### config.mk
export PLATFORM = sky130hd
export DESIGN_NAME = epic_ctrl
export DESIGN_NICKNAME = d
export VERILOG_FILES = /design/src/epic_pkg.sv /design/src/epic_ctrl.sv
export SDC_FILE = /design/constraint.sdc
export NUM_CORES = 1
export LEC_CHECK = 0
export BUFFER_PORTS_ARGS = -buffer_cell sky130_fd_sc_hd__buf_2
export CAP_MARGIN = 10
export CORE_MARGIN = 2
export CORE_UTILIZATION = 30
export CTS_BUF_LIST = sky130_fd_sc_hd__clkbuf_8
export CTS_CLUSTER_DIAMETER = 30
export DETAILED_ROUTE_END_ITERATION = 12
export GPL_ROUTABILITY_DRIVEN = 0
export SYNTH_ARGS = -nofsm -noshare
export SYNTH_HDL_FRONTEND = slang
export SYNTH_SLANG_ARGS = --single-unit
### constraint.sdc
create_clock -name mclk -period 6 [get_ports mclk]
set_input_delay 0.3 -clock mclk [delete_from_list [all_inputs] [get_ports mclk]]
set_output_delay 0.3 -clock mclk [all_outputs]
set_load 0.02 [all_outputs]
### src/epic_pkg.sv
// package: register map, field positions and types of the external and pin-change interrupt block
package epic_pkg;
  // ----------------------------------------------------------------
  // register byte addresses (apb, one aligned word per register)
  // ----------------------------------------------------------------
  localparam logic [7:0] ADDR_ENABLES = 8'h38; // ext_irq_enables
  localparam logic [7:0] IDX_FLAGS = 8'h3a; // ext_irq_flags word index, not word aligned
  localparam logic [7:0] ADDR_FLAGS = {IDX_FLAGS[5:0], 2'b00}; // byte address, four times index
  localparam logic [7:0] ADDR_CONTROL = 8'h3c; // mcu_control_reg sense bits
  localparam logic [7:0] ADDR_MASK_LOW = 8'h40; // pinchg_mask_low
  localparam logic [7:0] ADDR_MASK_HIGH = 8'h44; // pinchg_mask_high
  localparam logic [7:0] ADDR_VECTOR = 8'h48; // vector request status, read only
  // ----------------------------------------------------------------
  // field positions and reset values
  // ----------------------------------------------------------------
  localparam int BIT_PIN1 = 7;
  localparam int BIT_PIN0 = 6;
  localparam int BIT_PCA = 5;
  localparam int BIT_PCB = 4;
  localparam logic [7:0] RST_BYTE = 8'h00;
  localparam logic [7:0] ENABLES_WMASK = 8'hf0; // bits 3..0 read zero
  localparam logic [7:0] FLAGS_WMASK = 8'he0;
  localparam int SYNC_STAGES = 3;
  // ----------------------------------------------------------------
  // types
  // ----------------------------------------------------------------
  typedef enum logic [1:0] {
    SENSE_LEVEL = 2'b00,
    SENSE_ANY = 2'b01,
    SENSE_FALL = 2'b10,
    SENSE_RISE = 2'b11
  } epic_sense_e;
  // registered vector request outputs to the cpu, held while the source stays pending
  typedef struct packed {
    logic pin1;
    logic pin0;
    logic pinchg;
  } epic_vec_s;
endpackage

### src/epic_ctrl.sv
// external pin and pin-change interrupt controller with apb register access
//
// Implementation choice: register access over APB.
`timescale 1ns/1ps
// Contract
// - pin1 vector enabled only when enable bit 7 and global enable set
// - pin0 vector enabled only when enable bit 6 and global enable set
// - two sense bits choose level, any edge, falling or rising edge
// - pin activity requests interrupt even when pin is driven as output
// - bit 5 enables pin-change for inputs 7..0 and 15..12
// - bit 4 enables pin-change for inputs 11..8
// - each pin-change input contributes only if its mask bit is set
// - both pin-change groups share one vector
// - enable register bits 3..0 always read zero
// - pin1 activity sets flag bit 7
// - pin0 activity sets flag bit 6
// - set pin flag plus its enable plus global enable requests that vector; the pin-change flag needs only global enable
// - flag clears when its vector is taken
// - writing one clears a flag, zero leaves it
// - pin1 and pin0 flags held zero while level sensing is selected
module epic_ctrl
  import epic_pkg::*;
(
  // clock and reset
  input wire logic mclk,
  input wire logic reset,
  // apb slave
  input wire logic psel,
  input wire logic penable,
  input wire logic pwrite,
  input wire logic [7:0] paddr,
  input wire logic [31:0] pwdata,
  output logic [31:0] prdata,
  output logic pready,
  output logic pslverr,
  // pins, seen regardless of their direction
  input wire logic ext_pin1,
  input wire logic ext_pin0,
  input wire logic [7:0] pinchg_inputs_low,
  input wire logic [3:0] pinchg_inputs_mid,
  input wire logic [3:0] pinchg_inputs_top,
  // cpu side
  input wire logic global_irq_enable,
  input wire logic [2:0] vector_taken,
  output epic_vec_s vector_request
);
  // ----------------------------------------------------------------
  // input synchronisers
  // ----------------------------------------------------------------
  localparam int NPIN = 18;
  logic [NPIN-1:0] pins_raw;
  logic [NPIN-1:0] sync1_q, sync2_q, sync3_q;
  logic [NPIN-1:0] stable_q; // accepted level, updates when stages 2 and 3 agree
  logic [NPIN-1:0] changed;
  assign pins_raw = {ext_pin1, ext_pin0, pinchg_inputs_top, pinchg_inputs_mid,
                     pinchg_inputs_low};

  // the third stage costs a cycle of latency but rejects a one-cycle glitch
  // three stages per pin; no logic reads stage one except stage two
  genvar g;
  generate
    for (g = 0; g < NPIN; g++) begin : g_sync
      always_ff @(posedge mclk) begin
        if (reset) begin
          sync1_q[g] <= 1'b0;
          sync2_q[g] <= 1'b0;
          sync3_q[g] <= 1'b0;
          stable_q[g] <= 1'b0;
        end else begin
          sync1_q[g] <= pins_raw[g];
          sync2_q[g] <= sync1_q[g];
          sync3_q[g] <= sync2_q[g];
          if (sync2_q[g] == sync3_q[g]) begin
            stable_q[g] <= sync3_q[g];
          end
        end
      end
      assign changed[g] = (sync2_q[g] == sync3_q[g]) && (sync3_q[g] != stable_q[g]);
    end
  endgenerate

  // ----------------------------------------------------------------
  // registers
  // ----------------------------------------------------------------
  logic [7:0] enables_q;
  logic [1:0] sense_q;
  logic [7:0] mask_low_q, mask_high_q;
  logic pin1_flag_q, pin0_flag_q, pinchg_flag_q;
  logic wr_en;
  epic_sense_e sense;
  assign sense = epic_sense_e'(sense_q);
  assign wr_en = psel && penable && pwrite;
  // reads need no strobe: data is latched in the setup cycle below
  assign pready = 1'b1; // zero wait states
  assign pslverr = 1'b0;

  // software-written configuration; the reserved enable bits never store
  always_ff @(posedge mclk) begin
    if (reset) begin
      enables_q <= RST_BYTE;
      sense_q <= 2'b00;
      mask_low_q <= RST_BYTE;
      mask_high_q <= RST_BYTE;
    end else if (wr_en) begin
      unique case (paddr)
        ADDR_ENABLES: enables_q <= pwdata[7:0] & ENABLES_WMASK;
        ADDR_CONTROL: sense_q <= pwdata[1:0];
        ADDR_MASK_LOW: mask_low_q <= pwdata[7:0];
        ADDR_MASK_HIGH: mask_high_q <= pwdata[7:0];
        default: ;
      endcase
    end
  end

  // ----------------------------------------------------------------
  // trigger detection
  // ----------------------------------------------------------------
  logic pin1_hit, pin0_hit, pc_hit;
  logic [15:0] pc_mask;
  logic [15:0] pc_gate;
  assign pc_mask = {mask_high_q, mask_low_q};
  // group a (bit 5) covers 7..0 and 15..12, group b (bit 4) covers 11..8
  assign pc_gate = {{4{enables_q[BIT_PCA]}}, {4{enables_q[BIT_PCB]}},
                    {8{enables_q[BIT_PCA]}}};

  // edge choice per sense code; pins are watched even when driven as outputs
  function automatic logic edge_hit(input epic_sense_e s, input logic chg,
                                    input logic newlvl);
    unique case (s)
      SENSE_ANY: edge_hit = chg;
      SENSE_FALL: edge_hit = chg && !newlvl;
      SENSE_RISE: edge_hit = chg && newlvl;
      SENSE_LEVEL: edge_hit = 1'b0;
    endcase
  endfunction

  assign pin1_hit = edge_hit(sense, changed[17], sync3_q[17]);
  assign pin0_hit = edge_hit(sense, changed[16], sync3_q[16]);
  assign pc_hit = |(changed[15:0] & pc_mask & pc_gate);

  // ----------------------------------------------------------------
  // flags: a new event wins over a clear in the same cycle
  // ----------------------------------------------------------------
  logic flag_wr;
  assign flag_wr = wr_en && (paddr == ADDR_FLAGS);
  // level clause first, so a level-sensed pin never leaves a stale edge flag

  always_ff @(posedge mclk) begin
    if (reset) begin
      pin1_flag_q <= 1'b0;
    end else if (sense == SENSE_LEVEL) begin
      pin1_flag_q <= 1'b0;
    end else if (pin1_hit) begin
      pin1_flag_q <= 1'b1;
    end else if (vector_taken[2] || (flag_wr && pwdata[BIT_PIN1])) begin
      pin1_flag_q <= 1'b0;
    end
  end

  always_ff @(posedge mclk) begin
    if (reset) begin
      pin0_flag_q <= 1'b0;
    end else if (sense == SENSE_LEVEL) begin
      pin0_flag_q <= 1'b0;
    end else if (pin0_hit) begin
      pin0_flag_q <= 1'b1;
    end else if (vector_taken[1] || (flag_wr && pwdata[BIT_PIN0])) begin
      pin0_flag_q <= 1'b0;
    end
  end

  always_ff @(posedge mclk) begin
    if (reset) begin
      pinchg_flag_q <= 1'b0;
    end else if (pc_hit) begin
      pinchg_flag_q <= 1'b1;
    end else if (vector_taken[0] || (flag_wr && pwdata[BIT_PCA])) begin
      pinchg_flag_q <= 1'b0;
    end
  end

  // ----------------------------------------------------------------
  // vector requests; level mode requests while the pin is low
  // ----------------------------------------------------------------
  // level mode bypasses the flag, so the request drops once the pin is high
  logic pin1_src, pin0_src;
  assign pin1_src = (sense == SENSE_LEVEL) ? !stable_q[17] : pin1_flag_q;
  assign pin0_src = (sense == SENSE_LEVEL) ? !stable_q[16] : pin0_flag_q;

  always_ff @(posedge mclk) begin
    if (reset) begin
      vector_request <= '0;
    end else begin
      vector_request.pin1 <= pin1_src && enables_q[BIT_PIN1] && global_irq_enable;
      vector_request.pin0 <= pin0_src && enables_q[BIT_PIN0] && global_irq_enable;
      vector_request.pinchg <= pinchg_flag_q && global_irq_enable;
    end
  end

  // ----------------------------------------------------------------
  // read mux, registered at the setup phase so data stands in access
  // ----------------------------------------------------------------
  // limitation: a flag that sets between setup and access shows on the next read
  always_ff @(posedge mclk) begin
    if (reset) begin
      prdata <= '0;
    end else if (psel && !penable && !pwrite) begin
      unique case (paddr)
        ADDR_ENABLES: prdata <= {24'h000000, enables_q & ENABLES_WMASK};
        ADDR_FLAGS: prdata <= {24'h000000, pin1_flag_q, pin0_flag_q, pinchg_flag_q, 5'h00};
        ADDR_CONTROL: prdata <= {30'h0, sense_q};
        ADDR_MASK_LOW: prdata <= {24'h000000, mask_low_q};
        ADDR_MASK_HIGH: prdata <= {24'h000000, mask_high_q};
        ADDR_VECTOR: prdata <= {29'h0, vector_request};
        default: prdata <= '0;
      endcase
    end
  end
endmodule

==> metrics.md, run 1 <==
| Metric | Value |
|---|---|
| Ant diodes | 0 |
| Vias per std cell | 4.616 |
| CTS max path bufs | 2 |
| FILL cells | 1,421 |
| Initial antenna violation count | 0 |
| GRT overflow | 0 |
| Die Wd | 123.5 µm |
| Synth area leader | dfxtp_1 |
| Port bufs | 53 |
| Clock skew | 10.78 ps |
| Peak supply drop | roughly 0.14 mV |
| P_int | 0.001002 W |
| Placed cells | 664 |
| Avg Cell Area, Syn | around 9.6 µm² |
| Clock Pin Slew Worst Setup and Hold Paths | 100 ps |
| RSZ-0062 raised after global routing | no |
| Slew headroom | 43.86% |
| Root buf cell | clkbuf_8 |
| EDFF count, synth | 0 |
| Post-CTS Resized | 0 |
| CORE AREA | 13,930 µm² |
| Initial Util | between 30 and 40% |
| Count of cell types in the netlist | 45 |
| Seq/Total Area, Yosys | 50.44% |
| Hold Buf Count CTS | 0 |
| Pleak | 1.899 nW |
| Post-DRT Antenna Nets | 0 |
| Vias after detailed routing | between 3,000 and 4,000 |
| Skew-Pair Late Insertion Delay | roughly 370 ps |
| Pre-Repair DR Iteration Count | 4 |
| Synth Instances | 447 |
| Max-Cap Viols | 0 |
| H-tree lvl count | 3 |
| Peak Freq | 458.1 MHz |
| Top-level I/O count | 104 |
| Register bit total from synthesis | approximately 110 |
| Pins Over Slew Limit | 0 |
| Critical path data arrival time | ~2500 ps |
| Dpl hpwl | 6153 µm |
| Full die area | 15,260 µm² |
| Status | completed |
| Worst hold path type | primary input to flop |
| Iter 0 DRT Violations | 123 |
| Cell Count, Final, Fillers Out | 680 |
| Switching share of total power | 22.54% |
| WP data required | 6260 ps |
| Final nets | between 500 and 600 |
| Crit end category | flop |
| Fin. Hold Viols | 0 |
| Critical path peak fanout | 8 |
| TritonCTS Buffers | 9 |
| CP peak stage delay | 560 ps |
| Clock sinks | 108 |
| WS Path Type | primary input to flop |
| Least-Margin Pin Slew | 842.1 ps |
| TritonCTS clock tree | built |
| Ys flop type | dfxtp_1 |
| Synth top area share | 50.44% |
| Die Height | 123.5 µm |
| WP buf/inv | 1 |
| Remaining DRCs | 0 |
| Crit path time final | about 2200 ps |
| Cell Area, Synth | 4287 µm² |
| Final period util | roughly 36% |
| Row count | 43 |
| Largest net degree at the start of global routing | 86 |
| Setup TNS | 0 ps |
| Kind of cell adding the most delay to the critical path | simple AND/OR/NAND/NOR gates |
| PwrDens | 267.0 nW/µm² |
| Comb pwr share | 5.2% |
| Routed WL per cell | 12.38 µm |
| CP Launch Type | primary input |
| Main area contributors after synthesis | dfxtp_1, nor2b_1, mux2i_1, buf_4, o21ai_0 |
| Critical-path top delay cell | nand3_1 |
| P&R area growth vs syn | 13.05% |
| # Post-CTS Setup Buffers | 0 |
| Post-Route WL | 8415 µm |
| Critical Path, Cell by Cell | buf_2 > or4b_4 > nor4_1 > nand3_1 > mux2i_1 > nor2_1 |
| Clk pwr share | 37.6% |
| NetSw | 0.0002916 W |
| Endpoints failing setup | 0 |
| GR Util All Layers | 11.43% |
| Fraction of registers with async set/reset | 0% |
| Warnings from Yosys | 0 |
| First-pass GRT wire length | between 10,000 and 15,000 µm |
| Number of global-route vias before repair | 2,806 |
| Sequential share of power | between 50 and 60% |
| Share of cells above drive strength 1 | 14.80% |
-- Yosys cell counts (2+ instances only) --
library cell	instances
nand4b_1	3
o32ai_1	3
o21ai_0	27
o22ai_1	11
nand2b_1	8
and3b_1	7
inv_1	6
nor3b_1	7
nand3b_1	2
nand3_1	6
nor2b_1	55
conb_1	2
mux2i_1	29
buf_2	2
a31oi_1	3
nand2_1	33
and4b_1	2
a21oi_1	19
buf_1	3
clkbuf_1	10
buf_4	26
a22o_1	11
nor4bb_1	4
dfxtp_1	108
nor3_1	4
nor2_1	30
a31o_2	2
nand4_1	3
nor4_1	2
a22oi_1	3
a211oi_1	2
-- per-layer routing --
layer | up-vias | part of all wire [%] | GRT usage (%)
met1 | 1449 | 47 | 14.35
met2 | 77 | 46 | 18.78
met5 | - | 0 | 0
li1 | 1604 | - | -
met3 | 9 | 5.6 | 3.137
met4 | 0 | 1.4 | 4.048
-- placed cells by master, fill, tap and decap left out, types with 8 or more instances in the layout --
cell type and instances:
nor2_1 30, clkbuf_8 10, mux2i_1 29, o22ai_1 11, conb_1 26, nand2b_1 8, a21oi_1 19, nand2_1 33
nor2b_1 55, buf_2 53, o21ai_0 27, a22o_1 11, dfxtp_1 108
-- stage by stage --
step	total power, W	hold WS, ps	worst slack, ps	cell area, µm²	util, %
after floorplan	0.0008124	413.8	3894	4377	-
after global placement	0.0008231	420.9	3440	4621	33.16
after detailed placement	0.0008250	421.2	3426	4621	33.16
after CTS	0.001311	114.6	3844	4846	34.78
after global routing	0.001350	118.4	3746	4846	34.78
final	0.001294	129.5	3817	4846	34.78
-- power groups by stage --
stage | clock, W | sequential (W) | combinational [W]
after CTS | 0.000503 | 0.000740 | 0.0000685
final | 0.000486 | 0.000740 | 0.0000676
after global routing | 0.000532 | 0.000743 | 0.0000760
after detailed placement | 0 | 0.000757 | 0.0000682
after floorplan | 0 | 0.000754 | 0.0000580
after global placement | 0 | 0.000756 | 0.0000673
-- cell families (layout without fill, tap and decap cells) --
| logic type | Yosys count | count (layout) | synth area share (%) |
|---|---|---|---|
| AOI/OAI and AO/OA | 85 | 85 | 12.38 |
| DFF | 108 | 108 | 50.44 |
| and+or+nand+nor | 175 | 175 | 23.53 |
| muxes | 30 | 30 | 7.034 |
| other | 2 | 26 | 0.1752 |
| buffers and inverters | 47 | 76 | 6.451 |
-- sequential cells by signal (all words and copies together), names as in the netlist --
| name | count |
|---|---|
| pin1_flag_q | 1 |
| enables_q | 4 |
| sense | 2 |
| sync1_q | 18 |
| prdata | 8 |
| pin0_flag_q | 1 |
| pinchg_flag_q | 1 |
| vector_request | 3 |
| stable_q | 18 |
| sync2_q | 18 |
| mask_low_q | 8 |
| mask_high_q | 8 |
| sync3_q | 18 |
-- final timing paths --
| path | start | to | slack, ps | cells past startpoint |
|---|---|---|---|---|
| min | ext_pin1 | sync1_q[17] | 130 | 2 |
| max | paddr[5] | mask_high_q[1] | 3820 | 6 |
| min reg2reg | sync1_q[15] | sync2_q[15] | 440 | 1 |
| max reg2reg | mask_low_q[1] | pinchg_flag_q | 4410 | 5 |
-- final cells by class --
| cell class | instances | area (µm²) | share of cell area, % |
|---|---|---|---|
| Multi-Input combinational cell | 316 | 1938 | 39.99 |
| Sequential cell | 108 | 2162 | 44.62 |
| Clock buffer | 10 | 137.6 | 2.840 |
| Tap cell | 180 | 225.2 | 4.648 |
| Inverter | 6 | 22.52 | 0.4648 |
| Clock inverter | 6 | 87.58 | 1.807 |
| Timing Repair Buffer | 54 | 272.8 | 5.629 |
Note: power is estimated with default switching activity, not from simulation.
==> run 2, diff against run 1 <==
- clock period: 6 -> 2.2 ns (I/O delays scaled with it)
==> run 2 against run 1 <==
Effect of this change: critical path type unchanged; wire length increased by 3.4%; cell count increased by 3.7%; largest cell class unchanged; hold slack got worse by 110 ps; highest routed layer unchanged; sequential power increased to 2.7 times the previous value; flip-flop and latch count unchanged; clock skew decreased by 2.4 ps; clock power increased by 140%; combinational power increased to 3.2 times the previous value; total power increased to 2.6 times the previous value.
==> metrics.md, run 2 (synthesized netlist as in run 1, its figures left out) <==
| Metric | Value |
|---|---|
| TritonCTS clock tree | built |
| Switching share of total power | 23.19% (+0.65 points) |
| Initial Util | 30.76% (unchanged) |
| Number of global-route vias before repair | 2,947 (+5.0%) |
| WP buf/inv | 2 (+1) |
| Worst hold path type | primary input to flop |
| Clk pwr share | 34.0% (-3.6 points) |
| Initial antenna violation count | 0 (unchanged) |
| Hold Buf Count CTS | 20 (+20) |
| Vias per std cell | 4.650 (+0.73%) |
| CP peak stage delay | 550 ps (about the same) |
| CP Launch Type | primary input |
| Skew-Pair Late Insertion Delay | 370 ps (about the same) |
| P_int | 0.002601 W (+160%) |
| First-pass GRT wire length | 14,100 µm (+4.8%) |
| Post-Route WL | 8701 µm (+3.4%) |
| NetSw | 0.0007854 W (+170%) |
| Iter 0 DRT Violations | 169 (+37%) |
| Peak supply drop | 0.3682 mV (+170%) |
| Max-Cap Viols | 0 (unchanged) |
| Top-level I/O count | 104 (unchanged) |
| Fin. Hold Viols | 0 (unchanged) |
| Crit path time final | 1739 ps |
| CORE AREA | 13,930 µm² (unchanged) |
| TritonCTS Buffers | 9 (unchanged) |
| Die Height | 123.5 µm (unchanged) |
| Status | completed |
| Pre-Repair DR Iteration Count | 4 (unchanged) |
| Placed cells | 669 (+0.75%) |
| Final nets | 587 (+4.4%) |
| H-tree lvl count | 3 (unchanged) |
| P&R area growth vs syn | 18.24% |
| CTS max path bufs | 2 (unchanged) |
| Post-DRT Antenna Nets | 0 (unchanged) |
| Critical-path top delay cell | or4b_4 |
| Clock skew | 8.385 ps (-2.399 ps) |
| Ant diodes | 0 (unchanged) |
| Pleak | 2.005 nW (+5.6%) |
| Post-CTS Resized | 0 (unchanged) |
| GRT overflow | 0 (unchanged) |
| Most frequent cells in the layout | dfxtp_1, nor2b_1, buf_2 |
| Peak Freq | 575.1 MHz |
| Endpoints failing setup | 0 (unchanged) |
| Die Wd | 123.5 µm (unchanged) |
| Post-route cell area | 5069 µm² (+4.6%) |
| Row count | 43 (unchanged) |
| RSZ-0062 raised after global routing | no |
| Kind of cell adding the most delay to the critical path | simple AND/OR/NAND/NOR gates |
| Share of cells above drive strength 1 | 14.48% (-0.32 points) |
| GR Util All Layers | 12.14% (+0.71 points) |
| Vias after detailed routing | 3,278 (+4.4%) |
| Clock Pin Slew Worst Setup and Hold Paths | 90 ps (about the same) |
| # Post-CTS Setup Buffers | 0 (unchanged) |
| Comb pwr share | 6.4% (+1.2 points) |
| Sequential share of power | 59.6% (+2.4 points) |
| Full die area | 15,260 µm² (unchanged) |
| Port bufs | 53 (unchanged) |
| Remaining DRCs | 0 (unchanged) |
| Pins Over Slew Limit | 0 (unchanged) |
| Slew headroom | 58.94% (+15 points) |
| WP data required | 2450 ps (-3810 ps) |
| Setup TNS | 0 ps (unchanged) |
| Least-Margin Pin Slew | 607.6 ps (-234.5 ps) |
| Routed WL per cell | 12.34 µm (-0.27%) |
| Cell Count, Final, Fillers Out | 705 (+3.7%) |
| DP Area | 4683 µm² (+1.4%) |
| Root buf cell | clkbuf_8 |
| PwrDens | 668.0 nW/µm² (+150%) |
| Commonest non-fill, non-tap cell in the layout | dfxtp_1 |
| Clock sinks | 108 (unchanged) |
| Crit end category | flop |
| WS Path Type | primary input to flop |
| Dpl hpwl | 6241 µm (+1.4%) |
| Critical path peak fanout | 8 (unchanged) |
| Largest net degree at the start of global routing | 100 (+16%) |
| Critical path data arrival time | 1990 ps (-460 ps) |
| Final period util | between 70% and 80% |
| Critical Path, Cell by Cell | buf_2 > or4b_4 > or4_1 > nor3_4 > buf_12 > mux2i_1 > nor2_1 |
[run 2: cell types whose count changed in the layout (fill, tap and decap cells not counted), sizes merged]
| cell | change |
|---|---|
| buf | +5 |
| clkinv | -1 |
| bufinv | -1 |
| clkbuf | -1 |
| dlygate4sd3 | +20 |
| inv | +3 |
[run 2: final cells by class]
type | count | area, µm²
fillers | 1425 | 8866
flip-flops and latches | 108 | 2162
multi-input cells | 316 | 1938
repair buffers | 79 | 535.5
well taps | 180 | 225.2
clock buffers | 9 | 123.9
clock inverters | 7 | 61.31
inverters | 6 | 22.52
[run 2: power by group through the flow]
stage / Combinational [W] / Clock (W) / Sequential [W]
6_report: 0.000217 / 0.00115 / 0.00202
5_1_grt: 0.000243 / 0.00129 / 0.00202
4_1_cts: 0.000219 / 0.00120 / 0.00202
3_5_place_dp: 0.000192 / 0 / 0.00206
3_3_place_gp: 0.000188 / 0 / 0.00206
2_1_floorplan: 0.000158 / 0 / 0.00206
[run 2: metrics by stage]
stage / utilization (%) / worst slack, ps / hold WS, ps / total power, W
2_1_floorplan: - / 283.9 / 238.2 / 0.002216
3_3_place_gp: 33.61 / 169.4 / 320.8 / 0.002249
3_5_place_dp: 33.61 / 96.69 / 323.2 / 0.002256
4_1_cts: 36.37 / 495.2 / 9.236 / 0.003442
5_1_grt: 36.37 / 368.3 / 18.86 / 0.003554
6_report: 36.37 / 461.2 / 23.07 / 0.003386
[run 2: final timing paths]
check / start / endpoint / slack [ps] / depth (start not counted)
setup / recovery: paddr[5] / mask_low_q[5] / 460 / 7
hold / removal: pwdata[2] / mask_high_q[2] / 20 / 3
setup reg to reg: mask_low_q[1] / pinchg_flag_q / 620 / 5
hold reg to reg: sync1_q[14] / sync2_q[14] / 440 / 1
[run 2: routing by layer]
metal,routed length [µm],global-route usage [%]
met1,4001,15.22
met2,3935,19.54
met3,638,3.967
met4,125,4.261
met5,0,0
[run 2: tightest hold or removal path, delay by kind of cell]
family,cells,cell delay (ps)
buffers and inverters,1,110
and+or+nand+nor,1,70
muxes,1,60
